[src/inc/t16w_defs.svh]
// Offsets, field positions, codes and fixed values of the waveform unit
`ifndef T16W_DEFS_SVH
`define T16W_DEFS_SVH

// Register offsets
`define T16W_ADDR_CTRL_A 8'h80
`define T16W_ADDR_CTRL_B 8'h81
`define T16W_ADDR_CAPTURE 8'h86
`define T16W_ADDR_MATCH_A 8'h90
`define T16W_ADDR_MATCH_B 8'h92
`define T16W_ADDR_IRQ_STAT 8'ha0
`define T16W_ADDR_IRQ_MASK 8'ha1

// Field positions
`define T16W_FLD_OUT_A 7:6
`define T16W_FLD_OUT_B 5:4
`define T16W_FLD_WAVE_LO 1:0
`define T16W_FLD_WAVE_HI 4:3
`define T16W_CTRL_A_MASK 8'hf3
`define T16W_CTRL_B_MASK 8'hdf
`define T16W_IRQ_OVF 0
`define T16W_IRQ_MATCH_A 1
`define T16W_IRQ_MATCH_B 2

// Reset values
`define T16W_RST_8 8'h00
`define T16W_RST_16 16'h0000
`define T16W_RST_IRQ 3'h0

// Output mode codes
`define T16W_OUT_OFF 2'h0
`define T16W_OUT_TOGGLE 2'h1
`define T16W_OUT_CLEAR 2'h2
`define T16W_OUT_SET 2'h3

// Waveform modes
`define T16W_M_NORMAL 4'h0
`define T16W_M_PC8 4'h1
`define T16W_M_PC9 4'h2
`define T16W_M_PC10 4'h3
`define T16W_M_CTC_MA 4'h4
`define T16W_M_FP8 4'h5
`define T16W_M_FP9 4'h6
`define T16W_M_FP10 4'h7
`define T16W_M_PFC_CAP 4'h8
`define T16W_M_PFC_MA 4'h9
`define T16W_M_PC_CAP 4'ha
`define T16W_M_PC_MA 4'hb
`define T16W_M_CTC_CAP 4'hc
`define T16W_M_RESERVED 4'hd
`define T16W_M_FP_CAP 4'he
`define T16W_M_FP_MA 4'hf

// Fixed counter values
`define T16W_TOP_8BIT 16'h00ff
`define T16W_TOP_9BIT 16'h01ff
`define T16W_TOP_10BIT 16'h03ff
`define T16W_MAX 16'hffff
`define T16W_BOTTOM 16'h0000

`endif

[src/inc/t16w_pkg.sv]
// Types of the timer waveform unit
package t16w_pkg;

    // Waveform family picked by the mode
    typedef enum logic [1:0] {
        T16W_CLS_NONPWM,
        T16W_CLS_FAST,
        T16W_CLS_DUAL
    } t16w_class_t;

    // Where the active match values are reloaded
    typedef enum logic [1:0] {
        T16W_UPD_NOW,
        T16W_UPD_TOP,
        T16W_UPD_BOTTOM
    } t16w_upd_t;

    typedef struct packed {
        logic [7:0] ctrl_a;
        logic [7:0] ctrl_b;
        logic [15:0] capture;
        logic [15:0] buf_a;
        logic [15:0] buf_b;
        logic [15:0] cmp_a;
        logic [15:0] cmp_b;
        logic wave_a;
        logic wave_b;
        logic pin_a;
        logic pin_b;
        logic drv_a;
        logic drv_b;
        logic [2:0] irq_stat;
        logic [2:0] irq_mask;
        logic [15:0] rdata;
    } t16w_state_t;

endpackage

[src/verilog/t16w_wave.sv]
// Waveform mode decode and compare output unit of a 16-bit timer
`timescale 1ns/1ps
`include "t16w_defs.svh"

// Summary of operation
// A nonzero output code hands the channel's pin to its waveform output.
// Software sets the pin's direction bit, else the driver stays off.
// Non-PWM codes: off, toggle, clear, set on compare match.
// Fast PWM code 01 toggles A only in modes 14, 15; B off.
// Fast PWM code 10 clears on match and sets at BOTTOM.
// Fast PWM code 11 sets on match and clears at BOTTOM.
// Fast PWM codes 10, 11 ignore a match at TOP but still act at BOTTOM.
// Dual-slope code 01 toggles A only in modes 9, 11; B off.
// Dual-slope code 10 clears on up match, sets on down match.
// Dual-slope code 11 sets on up match, clears on down match.
// Mode is two bits of control A plus two bits of control B.
// Modes 0, 4, 12: fixed or register TOP, update now, overflow at MAX.
// Phase-correct TOPs 0xFF, 0x1FF, 0x3FF or register; update TOP.
// Fast PWM TOPs likewise; update at BOTTOM, overflow at TOP.
// Modes 8, 9 take TOP from capture or match A; BOTTOM events.
// Output codes are read according to the current mode family.
// Reserved mode 13 counts normally with both outputs disconnected.
module t16w_wave (
    // Clock, reset, enable
    input wire logic clk_sys,
    input wire logic reset_n,
    input wire logic clk_en,
    // Register port
    input wire logic [7:0] reg_addr,
    input wire logic [15:0] reg_wdata,
    input wire logic reg_wr,
    input wire logic reg_rd,
    output logic [15:0] reg_rdata,
    // Counter core
    input wire logic [15:0] cnt_value,
    input wire logic cnt_tick,
    input wire logic cnt_up,
    output logic [15:0] top_value,
    output t16w_pkg::t16w_class_t wave_class,
    output logic overflow_flag,
    // Port pins
    input wire logic port_data_a,
    input wire logic port_data_b,
    input wire logic port_dir_a,
    input wire logic port_dir_b,
    output logic wave_out_a,
    output logic wave_out_b,
    output logic wave_oe_n_a,
    output logic wave_oe_n_b,
    // Interrupt
    output logic irq
);
    import t16w_pkg::*;

    t16w_state_t st_ff;
    t16w_state_t nxt_st;

    logic [3:0] waveform_mode_sel;
    logic [1:0] out_mode_chan_a;
    logic [1:0] out_mode_chan_b;
    t16w_class_t cls;
    t16w_upd_t upd;
    logic [15:0] top;
    logic step;
    logic at_top;
    logic at_bot;
    logic at_max;
    logic match_a;
    logic match_b;
    logic conn_a;
    logic conn_b;
    logic ovf_evt;
    logic reload;

    function automatic t16w_class_t mode_class(input logic [3:0] m);
        case (m)
            `T16W_M_PC8, `T16W_M_PC9, `T16W_M_PC10, `T16W_M_PFC_CAP,
            `T16W_M_PFC_MA, `T16W_M_PC_CAP, `T16W_M_PC_MA: begin
                mode_class = T16W_CLS_DUAL;
            end
            `T16W_M_FP8, `T16W_M_FP9, `T16W_M_FP10, `T16W_M_FP_CAP,
            `T16W_M_FP_MA: begin
                mode_class = T16W_CLS_FAST;
            end
            default: begin
                mode_class = T16W_CLS_NONPWM;
            end
        endcase
    endfunction

    function automatic logic [15:0] top_of(input logic [3:0] m,
                                           input logic [15:0] cap,
                                           input logic [15:0] ma);
        case (m)
            `T16W_M_PC8, `T16W_M_FP8: begin
                top_of = `T16W_TOP_8BIT;
            end
            `T16W_M_PC9, `T16W_M_FP9: begin
                top_of = `T16W_TOP_9BIT;
            end
            `T16W_M_PC10, `T16W_M_FP10: begin
                top_of = `T16W_TOP_10BIT;
            end
            `T16W_M_CTC_MA, `T16W_M_PFC_MA, `T16W_M_PC_MA,
            `T16W_M_FP_MA: begin
                top_of = ma;
            end
            `T16W_M_CTC_CAP, `T16W_M_PFC_CAP, `T16W_M_PC_CAP,
            `T16W_M_FP_CAP: begin
                top_of = cap;
            end
            default: begin
                top_of = `T16W_MAX;
            end
        endcase
    endfunction

    // Code 01 outside non-PWM is legal only for channel A in a few modes
    function automatic logic toggle_ok(input logic [3:0] m,
                                       input logic is_a);
        case (mode_class(m))
            T16W_CLS_FAST: begin
                toggle_ok = is_a &&
                    (m == `T16W_M_FP_CAP || m == `T16W_M_FP_MA);
            end
            T16W_CLS_DUAL: begin
                toggle_ok = is_a &&
                    (m == `T16W_M_PFC_MA || m == `T16W_M_PC_MA);
            end
            default: begin
                toggle_ok = 1'b1;
            end
        endcase
    endfunction

    function automatic logic connected(input logic [3:0] m,
                                       input logic [1:0] code,
                                       input logic is_a);
        connected = (code != `T16W_OUT_OFF) && (m != `T16W_M_RESERVED) &&
            !(code == `T16W_OUT_TOGGLE && !toggle_ok(m, is_a));
    endfunction

    // Next level of one waveform output for one counter step
    function automatic logic wave_step(input logic [3:0] m,
                                       input logic [1:0] code,
                                       input logic cur,
                                       input logic hit,
                                       input logic hit_is_top,
                                       input logic bot,
                                       input logic up);
        logic nxt;
        nxt = cur;
        case (mode_class(m))
            T16W_CLS_FAST: begin
                // Match wins over BOTTOM when both fall on one step
                if (code[1] && bot) begin
                    nxt = !code[0];
                end
                if (code[1] && hit && !hit_is_top) begin
                    nxt = code[0];
                end
                if (code == `T16W_OUT_TOGGLE && hit) begin
                    nxt = !cur;
                end
            end
            T16W_CLS_DUAL: begin
                if (code[1] && hit) begin
                    nxt = up ? code[0] : !code[0];
                end
                if (code == `T16W_OUT_TOGGLE && hit) begin
                    nxt = !cur;
                end
            end
            default: begin
                if (hit && code == `T16W_OUT_TOGGLE) begin
                    nxt = !cur;
                end
                if (hit && code[1]) begin
                    nxt = code[0];
                end
            end
        endcase
        wave_step = nxt;
    endfunction

    // mode assembly
    assign waveform_mode_sel = {st_ff.ctrl_b[`T16W_FLD_WAVE_HI],
                                st_ff.ctrl_a[`T16W_FLD_WAVE_LO]};
    assign out_mode_chan_a = st_ff.ctrl_a[`T16W_FLD_OUT_A];
    assign out_mode_chan_b = st_ff.ctrl_a[`T16W_FLD_OUT_B];
    // family select
    assign cls = mode_class(waveform_mode_sel);
    // TOP source
    assign top = top_of(waveform_mode_sel, st_ff.capture, st_ff.cmp_a);

    always_comb begin
        // update point per family
        case (cls)
            T16W_CLS_FAST: begin
                upd = T16W_UPD_BOTTOM;
            end
            T16W_CLS_DUAL: begin
                if (waveform_mode_sel == `T16W_M_PFC_CAP ||
                    waveform_mode_sel == `T16W_M_PFC_MA) begin
                    upd = T16W_UPD_BOTTOM;
                end else begin
                    upd = T16W_UPD_TOP;
                end
            end
            default: begin
                upd = T16W_UPD_NOW;
            end
        endcase
    end

    assign step = clk_en && cnt_tick;
    assign at_top = cnt_value == top;
    assign at_bot = cnt_value == `T16W_BOTTOM;
    assign at_max = cnt_value == `T16W_MAX;
    assign match_a = step && cnt_value == st_ff.cmp_a;
    assign match_b = step && cnt_value == st_ff.cmp_b;
    // pin takeover
    assign conn_a = connected(waveform_mode_sel, out_mode_chan_a, 1'b1);
    assign conn_b = connected(waveform_mode_sel, out_mode_chan_b, 1'b0);

    always_comb begin
        // overflow point per family
        case (cls)
            T16W_CLS_FAST: begin
                ovf_evt = step && at_top;
            end
            T16W_CLS_DUAL: begin
                ovf_evt = step && at_bot;
            end
            default: begin
                ovf_evt = step && at_max;
            end
        endcase
    end

    always_comb begin
        case (upd)
            T16W_UPD_TOP: begin
                reload = step && at_top;
            end
            T16W_UPD_BOTTOM: begin
                reload = step && at_bot;
            end
            default: begin
                reload = 1'b1;
            end
        endcase
    end

    always_comb begin
        logic [2:0] evt;
        evt = {match_b, match_a, ovf_evt};
        nxt_st = st_ff;
        if (clk_en) begin
            nxt_st.rdata = `T16W_RST_16;
            if (reg_wr) begin
                case (reg_addr)
                    `T16W_ADDR_CTRL_A: begin
                        nxt_st.ctrl_a = reg_wdata[7:0] & `T16W_CTRL_A_MASK;
                    end
                    `T16W_ADDR_CTRL_B: begin
                        nxt_st.ctrl_b = reg_wdata[7:0] & `T16W_CTRL_B_MASK;
                    end
                    `T16W_ADDR_CAPTURE: begin
                        nxt_st.capture = reg_wdata;
                    end
                    `T16W_ADDR_MATCH_A: begin
                        nxt_st.buf_a = reg_wdata;
                    end
                    `T16W_ADDR_MATCH_B: begin
                        nxt_st.buf_b = reg_wdata;
                    end
                    `T16W_ADDR_IRQ_STAT: begin
                        nxt_st.irq_stat = st_ff.irq_stat & ~reg_wdata[2:0];
                    end
                    `T16W_ADDR_IRQ_MASK: begin
                        nxt_st.irq_mask = reg_wdata[2:0];
                    end
                    default: begin
                    end
                endcase
            end
            if (reg_rd) begin
                case (reg_addr)
                    `T16W_ADDR_CTRL_A: begin
                        nxt_st.rdata = {8'h00, st_ff.ctrl_a};
                    end
                    `T16W_ADDR_CTRL_B: begin
                        nxt_st.rdata = {8'h00, st_ff.ctrl_b};
                    end
                    `T16W_ADDR_CAPTURE: begin
                        nxt_st.rdata = st_ff.capture;
                    end
                    `T16W_ADDR_MATCH_A: begin
                        nxt_st.rdata = st_ff.buf_a;
                    end
                    `T16W_ADDR_MATCH_B: begin
                        nxt_st.rdata = st_ff.buf_b;
                    end
                    `T16W_ADDR_IRQ_STAT: begin
                        nxt_st.rdata = {13'h0000, st_ff.irq_stat};
                    end
                    `T16W_ADDR_IRQ_MASK: begin
                        nxt_st.rdata = {13'h0000, st_ff.irq_mask};
                    end
                    default: begin
                        nxt_st.rdata = `T16W_RST_16;
                    end
                endcase
            end
            // Set wins over a write-one clear in the same cycle
            nxt_st.irq_stat = nxt_st.irq_stat | evt;
            // Immediate modes reload every cycle, so a write reaches the compare one cycle after the buffer
            if (reload) begin
                nxt_st.cmp_a = st_ff.buf_a;
                nxt_st.cmp_b = st_ff.buf_b;
            end
            // output actions
            if (step) begin
                nxt_st.wave_a = wave_step(waveform_mode_sel,
                    out_mode_chan_a, st_ff.wave_a, match_a,
                    st_ff.cmp_a == top, at_bot, cnt_up);
                nxt_st.wave_b = wave_step(waveform_mode_sel,
                    out_mode_chan_b, st_ff.wave_b, match_b,
                    st_ff.cmp_b == top, at_bot, cnt_up);
            end
            // port mux, direction bit gates the driver
            nxt_st.pin_a = conn_a ? st_ff.wave_a : port_data_a;
            nxt_st.pin_b = conn_b ? st_ff.wave_b : port_data_b;
            nxt_st.drv_a = port_dir_a;
            nxt_st.drv_b = port_dir_b;
        end
    end

    always_ff @(posedge clk_sys) begin
        if (!reset_n) begin
            st_ff <= '0;
        end else begin
            st_ff <= nxt_st;
        end
    end

    assign reg_rdata = st_ff.rdata;
    assign top_value = top;
    assign wave_class = cls;
    assign overflow_flag = ovf_evt;
    assign wave_out_a = st_ff.pin_a;
    assign wave_out_b = st_ff.pin_b;
    assign wave_oe_n_a = !st_ff.drv_a;
    assign wave_oe_n_b = !st_ff.drv_b;
    assign irq = |(st_ff.irq_stat & st_ff.irq_mask);
endmodule // t16w_wave
[config.mk]
export PLATFORM = sky130hd
export DESIGN_NAME = t16w_wave
export DESIGN_NICKNAME = d
export VERILOG_FILES = /design/src/inc/t16w_pkg.sv /design/src/verilog/t16w_wave.sv
export VERILOG_INCLUDE_DIRS = /design/src /design/src/inc
export SDC_FILE = /design/constraint.sdc
export NUM_CORES = 1
export LEC_CHECK = 0
export BUFFER_PORTS_ARGS = -buffer_cell sky130_fd_sc_hd__buf_2
export CORE_MARGIN = 8
export CORE_UTILIZATION = 50
export CTS_BUF_LIST = sky130_fd_sc_hd__clkbuf_8 sky130_fd_sc_hd__clkbuf_16
export CTS_CLUSTER_SIZE = 14
export DETAILED_ROUTE_END_ITERATION = 10
export PLACE_DENSITY = 0.75
export SYNTH_ARGS = -nofsm -noshare
export SYNTH_HDL_FRONTEND = slang
export SYNTH_SLANG_ARGS = --single-unit
[constraint.sdc]
create_clock -name clk_sys -period 3.3 [get_ports clk_sys]
set_clock_uncertainty 0.05 [all_clocks]
set_input_delay 0.165 -clock clk_sys [delete_from_list [all_inputs] [get_ports clk_sys]]
set_output_delay 0.165 -clock clk_sys [all_outputs]
set_load 0.02 [all_outputs]
==> flow_summary.toml, run 1 <==
[logic_synthesis]
synth-adder-area-share_pct = 0.337
synth_top_family_by_area = "simple AND/OR/NAND/NOR gates"
ys.flop_type = "dfxtp_1"
syn-cell-area_sq_um = 7420
synth_nets = 1035
synthSimpleGateAreaFrac_pct = 24.9
synth_warnings = 0
yosysSeqAreaShare_pct = 32.6
synth_edf_count = 0
yosys-mux-area-fraction_pct = 5.14
synth-seq-cells = 121
async_reset_ff_share_pct = 0
synth_cell_types = 75
synth-xor-area-share_pct = 7.08
syn_inst = 982
avgSynthCellArea_sq_um = 7.56
synth_compound_area_share_pct = 20.4

[setup_path]
max_stage_delay_ps = 450
path_max_fanout = 15
start_kind = "flop"
rr_worst_depth = 9
endpoint_kind = "output pin"
cpMaxStageDelayCell = "a2111o_1"
path_cells = "buf_4 -> and4b_2 -> a2111o_1 -> xnor2_1 -> nand4_1 -> nor4_4 -> nand2_1 -> a21oi_1 -> buf_2"
path_class = "reg -> out"
crit_required_ps = 3080
cp.arrival_ps = 3030
reg2reg_slack_ps = 250
reg2reg_to = "st_ff[36]"
r2r-start = "st_ff[116]"

[sta]
finalSetupViolCount = 0
fmax_ghz = 0.309
fin_crit_ps = 3240
slew_headroom_pct = 38.0
finalHoldViolations = 0
worst_slack_ps = 58.9
timing.setup.tns_ps = 0
post-route-period-util_pct = 98.2
worst_pin_slew_ps = 930
maxSlewViolCount = 0

[floorplanning]
die_y_microns = 138
die_w_microns = 138
ios = 91
rows = 44
coreArea_sq_um = 14500
start_util_pct = 51.1
die-area_sq_um = 19000

[detailed_routing]
drt_wl_total_microns = 23700
postRouteAntennaNets = 0
wl_per_cell_microns = 19.4
via_count = 7440
first_iter_violations = 941
avgViaCountPerCell = 6.08
remaining_drc_errors = 0
drt_pass1_iterations = 7

[global_route]
first_global_vias = 6859
antenna_found_initial = 0
grt_pass1_wl_microns = 36900
grt_max_degree = 88
grtUsageTotal_pct = 24.8
grt_overflow_total = 0

[job]
maxCapViolations = 0

[power]
p_switching_mw = 0.771
p_int_mw = 2.80
p_sw_share_pct = 21.6
p_seq_share_pct = 41.1
p_leak_nw = 3.08
comb_power_share_pct = 5.7
p_clk_share_pct = 53.1
vdd.ir_drop.worst_mv = 0.369
power_density_nw_per_um2 = 417

[clock_tree]
cts_buffers = 17
cts_tree = "built"
clk_latency_ps = 420
cts.sinks = 121
htreeDepth = 4
clockBufferDepth = 2
cts-root-buf = "clkbuf_16"
clk_pin_slew_worst_paths_ps = 50

[cells_and_area]
diodes = 0
drive_above_1_share_pct = 16.9
final_common_cell = "nand2_1"
final_util_pct = 58.9
area_growth_pct = 15.3
most-common-layout-cells = "213 x nand2_1, 119 x dfxtp_1, 98 x a21oi_1"
fill_cells = 1406
layout.nets = 1080

[placement]
dp_hpwl_microns = 17200
dpl_worst_slack_ps = 364
portBuffers = 90
routabilityCongestion = 0.971

[worst_hold_path]
min_from = "reg_wdata[1]"
holdPathEnd = "st_ff[93]"
min_path_type = "in -> reg"
min_path_cells = 3

[run_status]
outcome = "finished clean"
area by class of cell:
| class | instances | area [sq um] | share of cell area (%) |
|---|---|---|---|
| tap | 184 | 230 | 2.69 |
| timing repair buffer | 135 | 861 | 10.1 |
| sequential | 121 | 2420 | 28.3 |
| clock inverter | 10 | 124 | 1.45 |
| multi-input combinational | 718 | 4320 | 50.4 |
| inverter | 34 | 128 | 1.49 |
| clock buffer | 21 | 480 | 5.61 |
cell usage after synthesis (8+ instances only):
master,instances,area [sq um]
nand3_1,24,120
nand4_1,15,93.8
xnor2_1,35,307
a22oi_1,16,120
o22ai_1,12,75.1
dfxtp_1,121,2420
clkbuf_1,75,282
nand2_1,213,800
and2_1,9,56.3
nor3_1,8,40.0
a222oi_1,15,150
buf_4,18,135
a31oi_1,8,50.1
a21oi_1,98,490
nor2_1,56,210
inv_1,33,124
xor2_1,25,219
o21ai_0,20,100
nor2b_1,9,56.3
nor4_1,9,56.3
mux2i_1,37,370
registers in the layout, indices dropped and copies added, names as in the netlist:
name and cells:
out_mode_chan_b 2, wave_out_b 1, st_ff 99, out_mode_chan_a 2
reg_rdata 16, wave_out_a 1
what timing repair did:
| action | 4_1_cts | 5_1_grt |
|---|---|---|
| resized for setup | 0 | 6 |
| hold buffers | 19 | 0 |
| hold endpoints to repair | 49 | 0 |
| endpoints found under the setup margin | 0 | 1 |
| setup buffers | 0 | 3 |
critical path, delay by kind of cell (launching register included):
kind	cells	cell delay, ps
compound gates	2	610
xor+xnor	1	220
flops	1	380
buf+inv	2	420
simple gates	4	990
power by group through the flow:
stage	registers, mW	clock network [mW]	logic [mW]
finish	1.47	1.90	0.205
global route	1.47	1.98	0.220
CTS	1.47	1.91	0.202
detailed placement	1.50	0	0.185
global placement	1.50	0	0.185
floorplan	1.50	0	0.124
how the worst max path moves through the flow:
stage / startpoint / end / cells after the start
floorplan: st_ff[112] / st_ff[28] / 17
global placement: st_ff[116] / st_ff[43] / 9
detailed placement: st_ff[116] / st_ff[57] / 9
CTS: st_ff[116] / overflow_flag / 9
global route: st_ff[116] / overflow_flag / 9
finish: st_ff[116] / overflow_flag / 9
kinds of logic (layout without fill, tap and decap cells):
logic type | count (synthesis) | count (layout)
buf+inv | 143 | 200
compound gates | 229 | 229
xor+xnor | 60 | 60
simple gates | 389 | 389
mux | 38 | 38
fa+ha+maj | 2 | 2
flops | 121 | 121
stage by stage:
step	total power [mW]	cell area (sq um)	instances	hold WS, ps
global route	3.66	8560	1223	22.3
floorplan	1.62	7420	982	251
finish	3.57	8560	1223	30.6
global placement	1.68	7730	1170	352
detailed placement	1.68	7730	1170	361
CTS	3.58	8520	1220	6.66
per-layer routing:
metal  up-vias  track usage (%)  share of wire [%]
met2       419             35.9                 42
met4         0             10.4                2.4
met3        39             5.76                 11
met1      3493             34.5                 45
li1       3489                -                  -
met5         -                0                  0
(Power assumes the default switching activity.)
==> run 2, diff against run 1 <==
==> constraint.sdc (replaced) <==
create_clock -name clk_sys -period 3.3 [get_ports clk_sys]
set_clock_uncertainty 0.05 [all_clocks]
set_input_delay 0.495 -clock clk_sys [delete_from_list [all_inputs] [get_ports clk_sys]]
set_output_delay 0.495 -clock clk_sys [all_outputs]
set_load 0.02 [all_outputs]
==> flow_summary.toml, run 2 (same netlist as run 1, synthesis figures left out) <==
[setup_path]
max_stage_delay_ps = 450
path_max_fanout = 9
cp.depth = 10
crit_buf_inv = 3
crit_required_ps = 2750
cpMaxStageDelayCell = "a2111o_1"
cp_top_family = "simple AND/OR/NAND/NOR gates"
start_kind = "flop"
cp.arrival_ps = 2820
path_cells = "buf_4 -> nor4_4 -> buf_4 -> a2111o_1 -> xnor2_2 -> nand4_1 -> nor4_4 -> nand2_1 -> a21oi_2 -> buf_6"
path_class = "reg -> out"
rr_worst_depth = 16
endpoint_kind = "output pin"

[global_route]
grt_pass1_wl_microns = 37700
grtUsageTotal_pct = 25.4
antenna_found_initial = 1
first_global_vias = 6940
grt_max_degree = 88
grt_overflow_total = 0

[sta]
finalSetupViolCount = 1
worst_slack_ps = -62.5
rsz0062_at_grt = "yes"
worst_pin_slew_ps = 920
fmax_ghz = 0.297
slew_headroom_pct = 38.7
maxSlewViolCount = 0
fin_crit_ps = 3360
whs_ps = 267
finalHoldViolations = 0
post-route-period-util_pct = 102

[cells_and_area]
most-common-layout-cells = "210 x nand2_1, 117 x dfxtp_1, 97 x a21oi_1"
final_common_cell = "nand2_1"
largest_reg_flops = 99
area_growth_pct = 15.7
diodes = 0
layout.nets = 1076
top_register = "st_ff"
drive_above_1_share_pct = 19.4
fill_cells = 1315

[clock_tree]
cts_tree = "built"
htreeDepth = 4
cts_hold_buf = 0
cts_buffers = 17
cts.sinks = 121
cts-root-buf = "clkbuf_16"
clockBufferDepth = 2
clk_pin_slew_worst_paths_ps = 50
clk_latency_ps = 420

[floorplanning]
die_y_microns = 138
rows = 44
die-area_sq_um = 19000
coreArea_sq_um = 14500
ios = 91
die_w_microns = 138
start_util_pct = 51.1

[run_status]
violations = "negative setup slack"
outcome = "finished, violations left"

[detailed_routing]
first_iter_violations = 1043
routed-wl-met2_microns = 10300
routed.top_layer = "met5"
wl_met3_microns = 2960
wl_per_cell_microns = 19.9
avgViaCountPerCell = 6.14
via_count = 7475
drt_wl_total_microns = 24300
postRouteAntennaNets = 0
wl_met1_microns = 10500
drt_pass1_iterations = 6
remaining_drc_errors = 0

[job]
maxCapViolations = 0

[placement]
portBuffers = 90
routabilityCongestion = 0.948
dpl_worst_slack_ps = 201
dp_hpwl_microns = 17100

[worst_hold_path]
min_path_type = "in -> reg"
min_path_cells = 3

[power]
p_leak_nw = 3.10
vdd.ir_drop.worst_mv = 0.455
power_density_nw_per_um2 = 426
power.total_mw = 3.66
run 2: repair_timing:
item | CTS | global route
pin swaps | 9 | 2
resized for setup | 23 | 5
setup buffers | 10 | 1
endpoints found under the setup margin | 1 | 1
run 2: final timing paths:
kind	startpoint	to	slack, ps
worst max-delay path	st_ff[111]	overflow_flag	-60
worst max register to register	st_ff[116]	st_ff[42]	160
worst min register to register	st_ff[108]	st_ff[108]	410
worst min-delay path	port_dir_a	st_ff[23]	270
run 2: area by class of cell:
type | instances | area (sq um) | area share (%)
multi-input combinational | 718 | 4370 | 50.8
clock buffer | 22 | 494 | 5.75
inverter | 34 | 128 | 1.49
sequential | 121 | 2430 | 28.3
tap | 184 | 230 | 2.68
timing repair buffer | 131 | 802 | 9.33
clock inverter | 7 | 140 | 1.63
run 2: metrics by stage:
stage / std cells / setup TNS, ps / area [sq um] / utilization [%]
after global routing: 1217 / -210 / 8590 / 59.1
after detailed placement: 1177 / 0 / 7770 / 53.4
after global placement: 1177 / 0 / 7770 / 53.4
after floorplan: 982 / 0 / 7420 / -
after CTS: 1216 / -53.8 / 8550 / 58.9
final: 1217 / -62.5 / 8590 / 59.1
run 2: report_power, final:
part | switching (mW) | internal, mW | total, mW | leakage (nW)
combinational | 0.123 | 0.0677 | 0.191 | 1.81
clock | 0.653 | 1.35 | 2.00 | 0.312
sequential | 0.00244 | 1.46 | 1.47 | 0.977
total | 0.779 | 2.88 | 3.66 | 3.10
run 2: worst reg2reg max path: stages, from the launching register on:
cell and delay [ps]:
dfxtp_4 360, buf_2 150, buf_4 140, buf_4 170
inv_1 100, nor2_1 50, o21ai_0 250, inv_1 120
ha_1 320, inv_1 150, nor2_1 100, a31oi_1 150
o21ai_0 120, a31oi_1 180, a21o_1 150, buf_12 250
mux2i_1 270
run 2: metal layers:
layer	vias to the layer above	GRT usage, %
met5	-	0
met4	2	8.84
met3	50	6.34
met2	460	35.3
met1	3487	36.8
li1	3476	-
